`config.mk`:
```
export PLATFORM = sky130hd
export DESIGN_NAME = cafm_core
export DESIGN_NICKNAME = d
export VERILOG_FILES = /design/src/hdl/cafm_pkg.sv /design/src/hdl/cafm_core.sv /design/src/hdl/cafm_filter.sv
export SDC_FILE = /design/constraint.sdc
export NUM_CORES = 1
export LEC_CHECK = 0
export BUFFER_PORTS_ARGS = -buffer_cell sky130_fd_sc_hd__buf_4
export CAP_MARGIN = 20
export CORE_MARGIN = 4
export CORE_UTILIZATION = 50
export CTS_BUF_LIST = sky130_fd_sc_hd__clkbuf_4 sky130_fd_sc_hd__clkbuf_8
export DETAILED_ROUTE_END_ITERATION = 7
export PLACE_DENSITY = 0.81
export SYNTH_ARGS = -nofsm -noshare
export SYNTH_HDL_FRONTEND = slang
export SYNTH_SLANG_ARGS = --single-unit
```
`constraint.sdc`:
```
create_clock -name core_clk -period 2.7 [get_ports core_clk]
set_input_delay 0.54 -clock core_clk [delete_from_list [all_inputs] [get_ports core_clk]]
set_output_delay 0.54 -clock core_clk [all_outputs]
set_load 0.03 [all_outputs]
```
`src/hdl/cafm_pkg.sv`:
```
// Package with constants and types shared by the acceptance filter and its control core.
//
// Overview of operation
// - 32-bit mode: two filters, full identifier.
// - 16-bit mode: four filters, short identifiers.
// - 8-bit mode: eight filters, first byte.
// - Closed mode never accepts any frame.
// - Pattern bit required, set mask ignores it.
// - Acceptance sets full flag, lowest hit reported.
// - Receive interrupt right after accepted frame end.
// - Transmit interrupt while any buffer empty.
// - Wake interrupt needs sleep acknowledge and enable.
// - Warning flags when error counter reaches 96.
// - Passive flags when counter exceeds 127.
// - Bus-off flag when transmit counter exceeds 255.
// - Eleven sources, local enables, four vectors.
// - Third accepted frame is overrun and dropped.
// - Request holds while enabled flag is set.
// - Write one clears; held condition blocks clear.
// - Error counters have no write path.
// - Configuration writes need the soft-reset lock.
// - Transmit pin recessive in low-power modes.
// - Sleep/soft reset keep register clocks only.
// - Mode chosen from CPU state and lock bits.
// - CPU wait without stop-in-wait follows lock bits.
// - Power-down aborts activity, denies register access.
package cafm_pkg;

  // Operating modes of the controller.
  typedef enum logic [1:0] {
    CAFM_MODE_NORMAL,
    CAFM_MODE_SLEEP,
    CAFM_MODE_SOFT_RESET,
    CAFM_MODE_POWER_DOWN
  } cafm_mode_t;

  // Filter mode encodings held in the filter control register.
  localparam logic [1:0] FMODE_32     = 2'h0;
  localparam logic [1:0] FMODE_16     = 2'h1;
  localparam logic [1:0] FMODE_8      = 2'h2;
  localparam logic [1:0] FMODE_CLOSED = 2'h3;
  localparam int         FMODE_POS    = 4;

  // Register selects used on the configuration port.
  localparam logic [4:0] SEL_CTRL_B      = 5'h00;
  localparam logic [4:0] SEL_TIMING_A    = 5'h01;
  localparam logic [4:0] SEL_TIMING_B    = 5'h02;
  localparam logic [4:0] SEL_FILTER_CTRL = 5'h03;
  localparam logic [4:0] SEL_PATTERN     = 5'h08;
  localparam logic [4:0] SEL_MASK        = 5'h10;

  // Bit positions inside the receive flag register.
  localparam int FLG_RXF     = 0;
  localparam int FLG_OVERRUN = 1;
  localparam int FLG_BUSOFF  = 2;
  localparam int FLG_TX_PASS = 3;
  localparam int FLG_RX_PASS = 4;
  localparam int FLG_TX_WARN = 5;
  localparam int FLG_RX_WARN = 6;
  localparam int FLG_WAKE    = 7;

  // Error counter limits.
  localparam logic [8:0] WARN_LIMIT    = 9'h060;
  localparam logic [8:0] PASSIVE_LIMIT = 9'h07f;
  localparam logic [8:0] BUSOFF_LIMIT  = 9'h0ff;

  // Values after reset.
  localparam logic [7:0] CFG_RESET   = 8'h00;
  localparam logic [7:0] FLAG_RESET  = 8'h00;
  localparam logic [2:0] TXE_RESET   = 3'h7;

endpackage

```
`src/hdl/cafm_core.sv`:
```
// Acceptance filtering, flag and interrupt logic, configuration lock and mode control.
`timescale 1ns/10ps
`default_nettype none

module cafm_core (
  input  wire logic                 core_clk,
  input  wire logic                 rst_n,
  // Mode inputs from the CPU and the rest of the controller.
  input  wire logic                 cpu_stop,
  input  wire logic                 cpu_wait,
  input  wire logic                 stop_in_wait,
  input  wire logic                 sleep_ack,
  input  wire logic                 soft_reset_lock,
  // Configuration write and read port.
  input  wire logic                 cfg_wr_en,
  input  wire logic [4:0]           cfg_wr_sel,
  input  wire logic [7:0]           cfg_wr_data,
  input  wire logic [4:0]           cfg_rd_sel,
  output logic      [7:0]           cfg_rd_data_r,
  // Flag clear writes and interrupt enables.
  input  wire logic                 rx_flag_wr,
  input  wire logic [7:0]           rx_flag_wr_data,
  input  wire logic                 tx_flag_wr,
  input  wire logic [2:0]           tx_flag_wr_data,
  input  wire logic [7:0]           rx_irq_enables,
  input  wire logic [2:0]           tx_irq_enables,
  // Received frame from the receive engine.
  input  wire logic                 frame_done,
  input  wire logic [28:0]          frame_id,
  input  wire logic                 frame_ide,
  input  wire logic                 frame_rtr,
  input  wire logic                 frame_srr,
  // Error counters and transmit buffer events.
  input  wire logic [7:0]           rx_err_cnt,
  input  wire logic [8:0]           tx_err_cnt,
  input  wire logic [2:0]           tx_buf_done,
  // Bus pins and the transmit bit of the engine.
  input  wire logic                 can_receive_pin,
  input  wire logic                 tx_bit,
  output logic                      can_transmit_pin,
  // Status, configuration and control outputs.
  output logic      [7:0]           rx_flag_reg,
  output logic      [2:0]           tx_flag_reg,
  output logic      [2:0]           filter_hit_index,
  output logic      [7:0]           module_control_b,
  output logic      [7:0]           bit_timing_a,
  output logic      [7:0]           bit_timing_b,
  output logic      [2:0]           tx_schedule,
  output logic                      rx_fg_load,
  output logic                      rx_bg_keep,
  output logic                      irq_wake,
  output logic                      irq_error,
  output logic                      irq_rx,
  output logic                      irq_tx,
  output cafm_pkg::cafm_mode_t      mode,
  output logic                      core_clk_run,
  output logic                      reg_clk_run,
  output logic                      abort_activity
);

  // All state of the core in one record.
  typedef struct packed {
    logic [1:0]           rx_sync;       // Two-stage receive pin synchroniser.
    cafm_pkg::cafm_mode_t mode;          // Current operating mode.
    logic [7:0]           ctrl_b;        // Second module control register.
    logic [7:0]           timing_a;      // First bit timing register.
    logic [7:0]           timing_b;      // Second bit timing register.
    logic [1:0]           fmode;         // Filter mode field of the filter control register.
    logic [63:0]          pattern;       // Eight acceptance pattern bytes.
    logic [63:0]          mask;          // Eight acceptance mask bytes.
    logic [7:0]           rflags;        // Receive flag register.
    logic [2:0]           tflags;        // Transmit empty flags.
    logic [2:0]           hit_idx;       // Hit index of the foreground message.
    logic                 bg_full;       // Background buffer holds an accepted message.
    logic [2:0]           bg_hit_idx;    // Hit index of the background message.
    logic [2:0]           tx_sched;      // Schedule pulses for transmit buffers.
    logic                 fg_load;       // Pulse: copy a message into the foreground buffer.
    logic                 bg_keep;       // Pulse: keep the new message in the background.
    logic [7:0]           rd_data;       // Registered read data.
    logic                 tx_pin;        // Transmit pin level.
    logic                 irq_wake;      // Wake vector request.
    logic                 irq_err;       // Error vector request.
    logic                 irq_rx;        // Receive vector request.
    logic                 irq_tx;        // Transmit vector request.
    logic                 clk_run;       // Enable for the protocol clocks.
    logic                 reg_run;       // Enable for the register access clocks.
    logic                 abort;         // Abort level for power-down.
  } cafm_core_state_t;

  cafm_core_state_t st_r;    // Registered state.
  cafm_core_state_t st_nxt;  // Next state.

  logic [7:0] hit_vec;       // Filter hits for the current frame.
  logic       any_hit;       // At least one filter matched.
  logic [2:0] low_hit;       // Lowest numbered matching filter.
  logic [7:0] cond;          // Conditions that hold flags set.
  logic [7:0] rset;          // Set events for receive flags.
  logic [7:0] rclr;          // Accepted clear requests for receive flags.
  logic [7:0] rx_en;         // Enables applied to receive flags.
  logic       pd;            // Power-down is the next mode.
  logic       wr_ok;         // Configuration write passes the lock.
  logic       acc_ok;        // Register access permitted.
  logic       accept;        // An accepted frame finished this cycle.

  // Filter bank comparing the frame against the pattern and mask bytes.
  cafm_filter u_filter (
    .pattern   (st_r.pattern),
    .mask      (st_r.mask),
    .fmode     (st_r.fmode),
    .frame_id  (frame_id),
    .frame_ide (frame_ide),
    .frame_rtr (frame_rtr),
    .frame_srr (frame_srr),
    .hit_vec   (hit_vec)
  );

  // Pick the lowest numbered hit so overlapping filters report consistently.
  always_comb begin
    low_hit = 3'h0;
    // Scanning down, the lowest hit lands last.
    for (int k = 7; k >= 0; k--) begin
      if (hit_vec[k]) begin
        low_hit = 3'(k);
      end
    end
    any_hit = |hit_vec;
  end

  // Level conditions from the error counters; the counters are only read here.
  always_comb begin
    cond = 8'h00;
    // Widened to nine bits.
    cond[cafm_pkg::FLG_RX_WARN] = ({1'b0, rx_err_cnt} >= cafm_pkg::WARN_LIMIT);
    cond[cafm_pkg::FLG_TX_WARN] = (tx_err_cnt >= cafm_pkg::WARN_LIMIT);
    cond[cafm_pkg::FLG_RX_PASS] = ({1'b0, rx_err_cnt} > cafm_pkg::PASSIVE_LIMIT);
    cond[cafm_pkg::FLG_TX_PASS] = (tx_err_cnt > cafm_pkg::PASSIVE_LIMIT);
    cond[cafm_pkg::FLG_BUSOFF]  = (tx_err_cnt > cafm_pkg::BUSOFF_LIMIT);
  end

  // Main next-state process.
  always_comb begin
    st_nxt = st_r;

    // The pin is only read through the second stage of the synchroniser.
    st_nxt.rx_sync = {st_r.rx_sync[0], can_receive_pin};

    // Power-down wins over the lock bits; wait without stop-in-wait falls through to the lock bits.
    if (cpu_stop || (cpu_wait && stop_in_wait)) begin
      st_nxt.mode = cafm_pkg::CAFM_MODE_POWER_DOWN;
    end else if (sleep_ack && !soft_reset_lock) begin
      st_nxt.mode = cafm_pkg::CAFM_MODE_SLEEP;
    end else if (!sleep_ack && soft_reset_lock) begin
      st_nxt.mode = cafm_pkg::CAFM_MODE_SOFT_RESET;
    end else begin
      st_nxt.mode = cafm_pkg::CAFM_MODE_NORMAL;
    end
    pd = (st_nxt.mode == cafm_pkg::CAFM_MODE_POWER_DOWN);

    // Clock enables follow the mode.
    st_nxt.clk_run = (st_nxt.mode == cafm_pkg::CAFM_MODE_NORMAL);
    st_nxt.reg_run = !pd;

    st_nxt.abort   = pd;

    // The pin is forced recessive in every low-power mode.
    st_nxt.tx_pin = st_nxt.clk_run ? tx_bit : 1'b1;

    // Accesses are refused in power-down; configuration also needs the lock.
    // Gated by the mode flop, a cycle late.
    acc_ok = (st_r.mode != cafm_pkg::CAFM_MODE_POWER_DOWN);
    wr_ok  = cfg_wr_en && acc_ok && soft_reset_lock;

    // Configuration writes.
    if (wr_ok) begin
      case (cfg_wr_sel)
        cafm_pkg::SEL_CTRL_B: begin
          st_nxt.ctrl_b = cfg_wr_data;
        end
        cafm_pkg::SEL_TIMING_A: begin
          st_nxt.timing_a = cfg_wr_data;
        end
        cafm_pkg::SEL_TIMING_B: begin
          st_nxt.timing_b = cfg_wr_data;
        end
        cafm_pkg::SEL_FILTER_CTRL: begin
          st_nxt.fmode = cfg_wr_data[cafm_pkg::FMODE_POS +: 2];
        end
        default: begin
          // Pattern and mask bytes sit in two blocks of eight selects.
          if (cfg_wr_sel[4:3] == cafm_pkg::SEL_PATTERN[4:3]) begin
            st_nxt.pattern[8*cfg_wr_sel[2:0] +: 8] = cfg_wr_data;
          end else if (cfg_wr_sel[4:3] == cafm_pkg::SEL_MASK[4:3]) begin
            st_nxt.mask[8*cfg_wr_sel[2:0] +: 8] = cfg_wr_data;
          end
        end
      endcase
    end

    // Read data; nothing is returned while powered down.
    // Unmapped selects read as zero.
    st_nxt.rd_data = 8'h00;
    if (acc_ok) begin
      case (cfg_rd_sel)
        cafm_pkg::SEL_CTRL_B: begin
          st_nxt.rd_data = st_r.ctrl_b;
        end
        cafm_pkg::SEL_TIMING_A: begin
          st_nxt.rd_data = st_r.timing_a;
        end
        cafm_pkg::SEL_TIMING_B: begin
          st_nxt.rd_data = st_r.timing_b;
        end
        cafm_pkg::SEL_FILTER_CTRL: begin
          st_nxt.rd_data = {2'h0, st_r.fmode, 1'b0, st_r.hit_idx};
        end
        default: begin
          if (cfg_rd_sel[4:3] == cafm_pkg::SEL_PATTERN[4:3]) begin
            st_nxt.rd_data = st_r.pattern[8*cfg_rd_sel[2:0] +: 8];
          end else if (cfg_rd_sel[4:3] == cafm_pkg::SEL_MASK[4:3]) begin
            st_nxt.rd_data = st_r.mask[8*cfg_rd_sel[2:0] +: 8];
          end
        end
      endcase
    end

    // Receive side: only a running controller accepts or copies messages.
    accept           = frame_done && any_hit && st_r.clk_run;
    st_nxt.fg_load   = 1'b0;
    st_nxt.bg_keep   = 1'b0;
    rset             = 8'h00;
    rset[cafm_pkg::FLG_RX_WARN] = cond[cafm_pkg::FLG_RX_WARN];
    rset[cafm_pkg::FLG_TX_WARN] = cond[cafm_pkg::FLG_TX_WARN];
    rset[cafm_pkg::FLG_RX_PASS] = cond[cafm_pkg::FLG_RX_PASS];
    rset[cafm_pkg::FLG_TX_PASS] = cond[cafm_pkg::FLG_TX_PASS];
    rset[cafm_pkg::FLG_BUSOFF]  = cond[cafm_pkg::FLG_BUSOFF];

    // Dominant bus level during sleep wakes the controller when allowed.
    rset[cafm_pkg::FLG_WAKE] = !st_r.rx_sync[1] && sleep_ack
                               && rx_irq_enables[cafm_pkg::FLG_WAKE] && !pd;

    // Clearing is a write of one; conditions that still hold keep the flag.
    rclr = (rx_flag_wr && acc_ok) ? rx_flag_wr_data : 8'h00;

    if (accept && !st_r.rflags[cafm_pkg::FLG_RXF]) begin
      // Free foreground buffer: load it directly.
      rset[cafm_pkg::FLG_RXF] = 1'b1;
      st_nxt.hit_idx = low_hit;
      st_nxt.fg_load = 1'b1;
    end else if (accept && !st_r.bg_full) begin
      // Foreground busy: the message waits in the background buffer.
      st_nxt.bg_full    = 1'b1;
      st_nxt.bg_hit_idx = low_hit;
      st_nxt.bg_keep    = 1'b1;
    end else if (accept) begin
      // Both buffers busy: the newest message is dropped.
      rset[cafm_pkg::FLG_OVERRUN] = 1'b1;
    end else if (st_r.bg_full && !st_r.rflags[cafm_pkg::FLG_RXF] && st_r.clk_run) begin
      // Foreground released: move the waiting message forward.
      rset[cafm_pkg::FLG_RXF] = 1'b1;
      st_nxt.hit_idx = st_r.bg_hit_idx;
      st_nxt.bg_full = 1'b0;
      st_nxt.fg_load = 1'b1;
    end

    // Set wins over clear, and the error conditions block their clears.
    st_nxt.rflags = (st_r.rflags & ~rclr) | rset;

    // Transmit empty flags: a clear schedules the buffer, a done event sets it.
    st_nxt.tx_sched = (tx_flag_wr && acc_ok) ? (tx_flag_wr_data & st_r.tflags) : 3'h0;
    st_nxt.tflags   = (st_r.tflags & ~st_nxt.tx_sched) | tx_buf_done;

    // Each request stands while any enabled flag of its vector is set; the wake request also needs sleep_ack.
    rx_en = st_nxt.rflags & rx_irq_enables;
    st_nxt.irq_wake = rx_en[cafm_pkg::FLG_WAKE] && sleep_ack;
    st_nxt.irq_err  = |rx_en[cafm_pkg::FLG_RX_WARN:cafm_pkg::FLG_OVERRUN];
    st_nxt.irq_rx   = rx_en[cafm_pkg::FLG_RXF];
    st_nxt.irq_tx   = |(st_nxt.tflags & tx_irq_enables);

    // Power-down stops the buffer and schedule pulses immediately.
    // Flags keep their values; only pulses are masked.
    if (pd) begin
      st_nxt.fg_load  = 1'b0;
      st_nxt.bg_keep  = 1'b0;
      st_nxt.tx_sched = 3'h0;
    end
  end

  // State register; every field takes a constant under reset.
  always_ff @(posedge core_clk or negedge rst_n) begin
    if (!rst_n) begin
      // Fields not named below reset to zero.
      st_r            <= '0;
      st_r.rx_sync    <= 2'h3;
      st_r.mode       <= cafm_pkg::CAFM_MODE_NORMAL;
      st_r.ctrl_b     <= cafm_pkg::CFG_RESET;
      st_r.timing_a   <= cafm_pkg::CFG_RESET;
      st_r.timing_b   <= cafm_pkg::CFG_RESET;
      st_r.fmode      <= cafm_pkg::FMODE_32;
      st_r.rflags     <= cafm_pkg::FLAG_RESET;
      st_r.tflags     <= cafm_pkg::TXE_RESET;
      st_r.tx_pin     <= 1'b1;
      st_r.clk_run    <= 1'b1;
      st_r.reg_run    <= 1'b1;
    end else begin
      st_r <= st_nxt;
    end
  end

  // Outputs come straight from the state register.
  assign cfg_rd_data_r    = st_r.rd_data;

  // Transmit pin.
  assign can_transmit_pin = st_r.tx_pin;

  // Status flags and hit index.
  assign rx_flag_reg      = st_r.rflags;
  assign tx_flag_reg      = st_r.tflags;
  assign filter_hit_index = st_r.hit_idx;

  // Configuration registers.
  assign module_control_b = st_r.ctrl_b;
  assign bit_timing_a     = st_r.timing_a;
  assign bit_timing_b     = st_r.timing_b;

  // Buffer pulses.
  assign tx_schedule      = st_r.tx_sched;
  assign rx_fg_load       = st_r.fg_load;
  assign rx_bg_keep       = st_r.bg_keep;

  // Interrupt requests.
  assign irq_wake         = st_r.irq_wake;
  assign irq_error        = st_r.irq_err;
  assign irq_rx           = st_r.irq_rx;
  assign irq_tx           = st_r.irq_tx;

  // Mode, clock enables and abort.
  assign mode             = st_r.mode;
  assign core_clk_run     = st_r.clk_run;
  assign reg_clk_run      = st_r.reg_run;
  assign abort_activity   = st_r.abort;

endmodule

`default_nettype wire

```
`src/hdl/cafm_filter.sv`:
```
// Identifier acceptance filter bank with 32, 16 and 8 bit compare modes.
`timescale 1ns/10ps
`default_nettype none

module cafm_filter (
  input  wire logic [63:0] pattern,
  input  wire logic [63:0] mask,
  input  wire logic [1:0]  fmode,
  input  wire logic [28:0] frame_id,
  input  wire logic        frame_ide,
  input  wire logic        frame_rtr,
  input  wire logic        frame_srr,
  output logic      [7:0]  hit_vec
);

  logic [31:0] word;   // Frame fields arranged as the 32-bit compare word.
  logic [7:0]  m32;    // Byte i matched against word byte i mod 4.
  logic [7:0]  m16;    // Byte i matched against word byte i mod 2.
  logic [7:0]  m8;     // Byte i matched against the first word byte.

  // Extended frames fill all four bytes; standard frames use the first two.
  always_comb begin
    if (frame_ide) begin
      word = {frame_id[28:21], frame_id[20:18], frame_srr, frame_ide, frame_id[17:15],
              frame_id[14:7], frame_id[6:0], frame_rtr};
    end else begin
      word = {frame_id[10:3], frame_id[2:0], frame_rtr, frame_ide, 3'h0, 16'h0000};
    end
  end

  // Each pattern byte is compared in all three alignments; mask ones are don't-care.
  genvar i;
  generate
    for (i = 0; i < 8; i++) begin : g_byte
      assign m32[i] = &(~(word[31-8*(i%4) -: 8] ^ pattern[8*i +: 8]) | mask[8*i +: 8]);
      assign m16[i] = &(~(word[31-8*(i%2) -: 8] ^ pattern[8*i +: 8]) | mask[8*i +: 8]);
      assign m8[i]  = &(~(word[31:24] ^ pattern[8*i +: 8]) | mask[8*i +: 8]);
    end
  endgenerate

  // Combine byte matches into the filter hits of the selected mode.
  always_comb begin
    hit_vec = 8'h00;
    case (fmode)
      cafm_pkg::FMODE_32: begin
        hit_vec = {6'h00, &m32[7:4], &m32[3:0]};
      end
      cafm_pkg::FMODE_16: begin
        hit_vec = {4'h0, &m16[7:6], &m16[5:4], &m16[3:2], &m16[1:0]};
      end
      cafm_pkg::FMODE_8: begin
        hit_vec = m8;
      end
      default: begin
        hit_vec = 8'h00;
      end
    endcase
  end

endmodule

`default_nettype wire

```
==> results by group <==
Routing
  • Routed WL per cell: 26.10 um
  • Highest Signal Layer: met4
  • DRC violations left: 0
  • TritonRoute pass-1 iters: 5
  • Vias: 9990
  • Met2 wire len: 18.73 mm
  • DRC violation total after the first TritonRoute iteration: 1145
  • Detail-routed via count per cell: 6.080
  • M1 wire length: 17.18 mm
  • Routed Wire Length: 42.89 mm
  • Post-DRT Antenna Nets: 0
  • Routed met3 length: 4.690 mm

Synthesis
  • Mapped cell area: 11700 um2
  • Synthesized flop and latch total: 197
  • Cell variety after synth: 67
  • Ys Warns: 0
  • EDFF count, synth: 0
  • Async SR Flop Fraction: 100.0%
  • Post-synth top flop: dfrtp_1
  • Cells after synthesis: 1104
  • Synth Area per Inst: 10.60 um2
  • Sequential-to-total area share from yosys stat: 42.22%
  • Post-Syn Nets: 1214

Placement
  • Post-Place Cell Area: 13710 um2
  • Gpl congestion: 1.043
  • Dpl hpwl: 32.99 mm
  • Port bufs: 155
  • Pre-CTS setup slack: -0.8807 ns

Floorplanning
  • Initial Utilization: 51.21%
  • Die height: 161.0 um
  • Ports: 166
  • Die X: 161.0 um
  • Die Area: 25910 um2
  • Core ar.: 22850 um2
  • Row cnt: 55

Final layout
  • Final Instance Area: 14470 um2
  • Most frequent cells in the layout: buf_4 (277), dfrtp_1 (189), nand2_1 (129)
  • Area delta synth->final: 23.67%
  • Final #Nets: 1427
  • Most common cell after layout, fill and taps aside: buf_4
  • Top reg by flops: st_r
  • Layout cells sized above 1: 37.29%
  • Ant. Diodes: 0
  • Max FFs per register: 135

GRT
  • Largest net degree at the start of global routing: 69
  • Total GRT Usage: 33.28%
  • Initial antenna violation count: 0
  • Number of global-route vias before repair: 10.00k
  • Global-route wire length before repair: 63.73 mm
  • Grt ovf: 0

Critical path
  • CP startpoint kind: primary input
  • Worst Path Class, Setup: in -> reg
  • CP Capture Type: flip-flop
  • WP data required: 3.08 ns
  • Crit Path Max Fanout: 6
  • R2r worst-path depth: 9
  • WP data arrival: 3.18 ns

Clock tree
  • Hold-fix buffer count after cts: 0
  • CTS root buffer: clkbuf_8
  • Num Clock Sinks: 197
  • Latest clock arrival within the worst-skew pair: 0.50 ns
  • Clk buf depth: 2
  • Num CTS Buffers: 17
  • Worst-path clk slew: 0.11 ns
  • CTS tree: done
  • H-tree levels: 4

STA
  • Worst-margin pin slew: 0.6156 ns
  • Setup_tns: -0.3755 ns
  • Worst clock skew: 0.02014 ns
  • Unrepaired setup endpoints after global routing: yes
  • Endpoints failing hold: 0
  • Slew Limit Fails: 0
  • Final WS setup: -0.1004 ns
  • Final setup vio count: 7
  • Fmax: 357.1 MHz
  • Final Critical Period: 2.800 ns
  • Final period utilization: 103.7%
  • Slew HR: 58.58%

Pwr
  • PwrDens: 506.0 nW/um2
  • Final Total Pwr: 7.321 mW
  • VDD IR max: 0.3461 mV
  • Static leakage: 6.959 nW

Worst hold path
  • Hold Crit Class: in -> async

Status
  • Failing checks: negative setup slack
  • Status: finished with violations

Run
  • Max Cap Viol: 0
## stage by stage
stage	hold slack [ns]	cells	utilization [%]
final	0.03593	1643	63.33
after global routing	0.06900	1643	63.33
after CTS	0.04414	1635	62.61
after detailed placement	0.3496	1597	60.02
after global placement	0.3470	1597	60.02
after floorplan	0.2444	1104	-
## worst max-delay path, cell delays in order
cell and delay [ns]:
buf_16 0.13, buf_8 0.14, mux2_4 0.32, xnor2_2 0.13
o22ai_1 0.10, or4_4 0.57, or2_4 0.26, o211a_4 0.24
a31oi_4 0.27, nand4b_4 0.17, mux2_4 0.32
## layer usage
layer | up-vias | global-route usage, %
li1 | 4321 | -
met1 | 4901 | 45.80
met2 | 648 | 50.17
met3 | 120 | 7.808
met4 | 0 | 15.86
met5 | - | 0
## cells by family (layout without fill, tap and decap cells)
kind of cell / count (synthesis) / in the layout / share of synthesized area [%]
and+or+nand+nor: 286 / 286 / 11.58
AOI/OAI and AO/OA: 206 / 206 / 11.37
DFF: 197 / 197 / 42.22
muxes: 174 / 174 / 20.71
buffers and inverters: 138 / 364 / 6.245
xor gates and xnor gates: 98 / 98 / 7.336
adders and majority gates: 5 / 5 / 0.5347
## synth_stat cells (all sizes together), types with 5 or more instances
library cell    n  share of area [%]
a21boi          6               0.38
a21o            6               0.38
a21oi          22               0.94
a22oi           5               0.32
a31oi          10               0.66
and2            6               0.32
and3           11               0.59
buf            62                3.8
clkbuf         36                1.2
dfrtp         189                 40
dfstp           8                1.8
ha              5               0.53
inv            40                1.3
mux2           87                8.4
mux2i          50                5.2
mux4           37                7.1
nand2         130                4.2
nand2b         12               0.64
nand3          21               0.90
nand4           6               0.32
nor2           46                1.5
nor2b          20                1.1
nor3            8               0.34
nor4            8               0.43
o21ai          79                3.4
o221ai          5               0.37
o22ai          32                1.7
xnor2          19                1.4
xor2           79                5.9
## worst paths after layout
kind                            startpoint                   to  slack, ns
min in group core_clk      can_receive_pin          st_nxt[196]       0.15
setup / recovery                 frame_ide             st_r[23]      -0.10
max in group asynchronous            rst_n  module_control_b[5]       1.91
hold reg to reg                st_nxt[196]            st_r[196]       0.37
hold / removal                       rst_n       tx_schedule[2]       0.04
setup reg to reg                 st_r[139]             st_r[23]      -0.06
## layout make-up
type / instances / area, um2
clock buffers: 18 / 247.7
clock inverters: 14 / 151.4
fillers: 1900 / 8378
inverters: 40 / 150.1
multi-input cells: 769 / 6201
flip-flops and latches: 197 / 4940
well taps: 313 / 391.6
repair buffers: 292 / 2387
## repair_timing
action                                  in CTS  in global routing
resized for setup                           22                 20
gates cloned                                 2                  0
buffers inserted                             4                  8
endpoints found under the setup margin      13                 13
pin swaps                                    7                  2
## power breakdown
| part | switching (mW) | internal [mW] |
|---|---|---|
| combinational | 1.04 | 0.865 |
| clock | 1.24 | 0.725 |
| sequential | 0.290 | 3.16 |
Power figures use the tool's default switching activity.
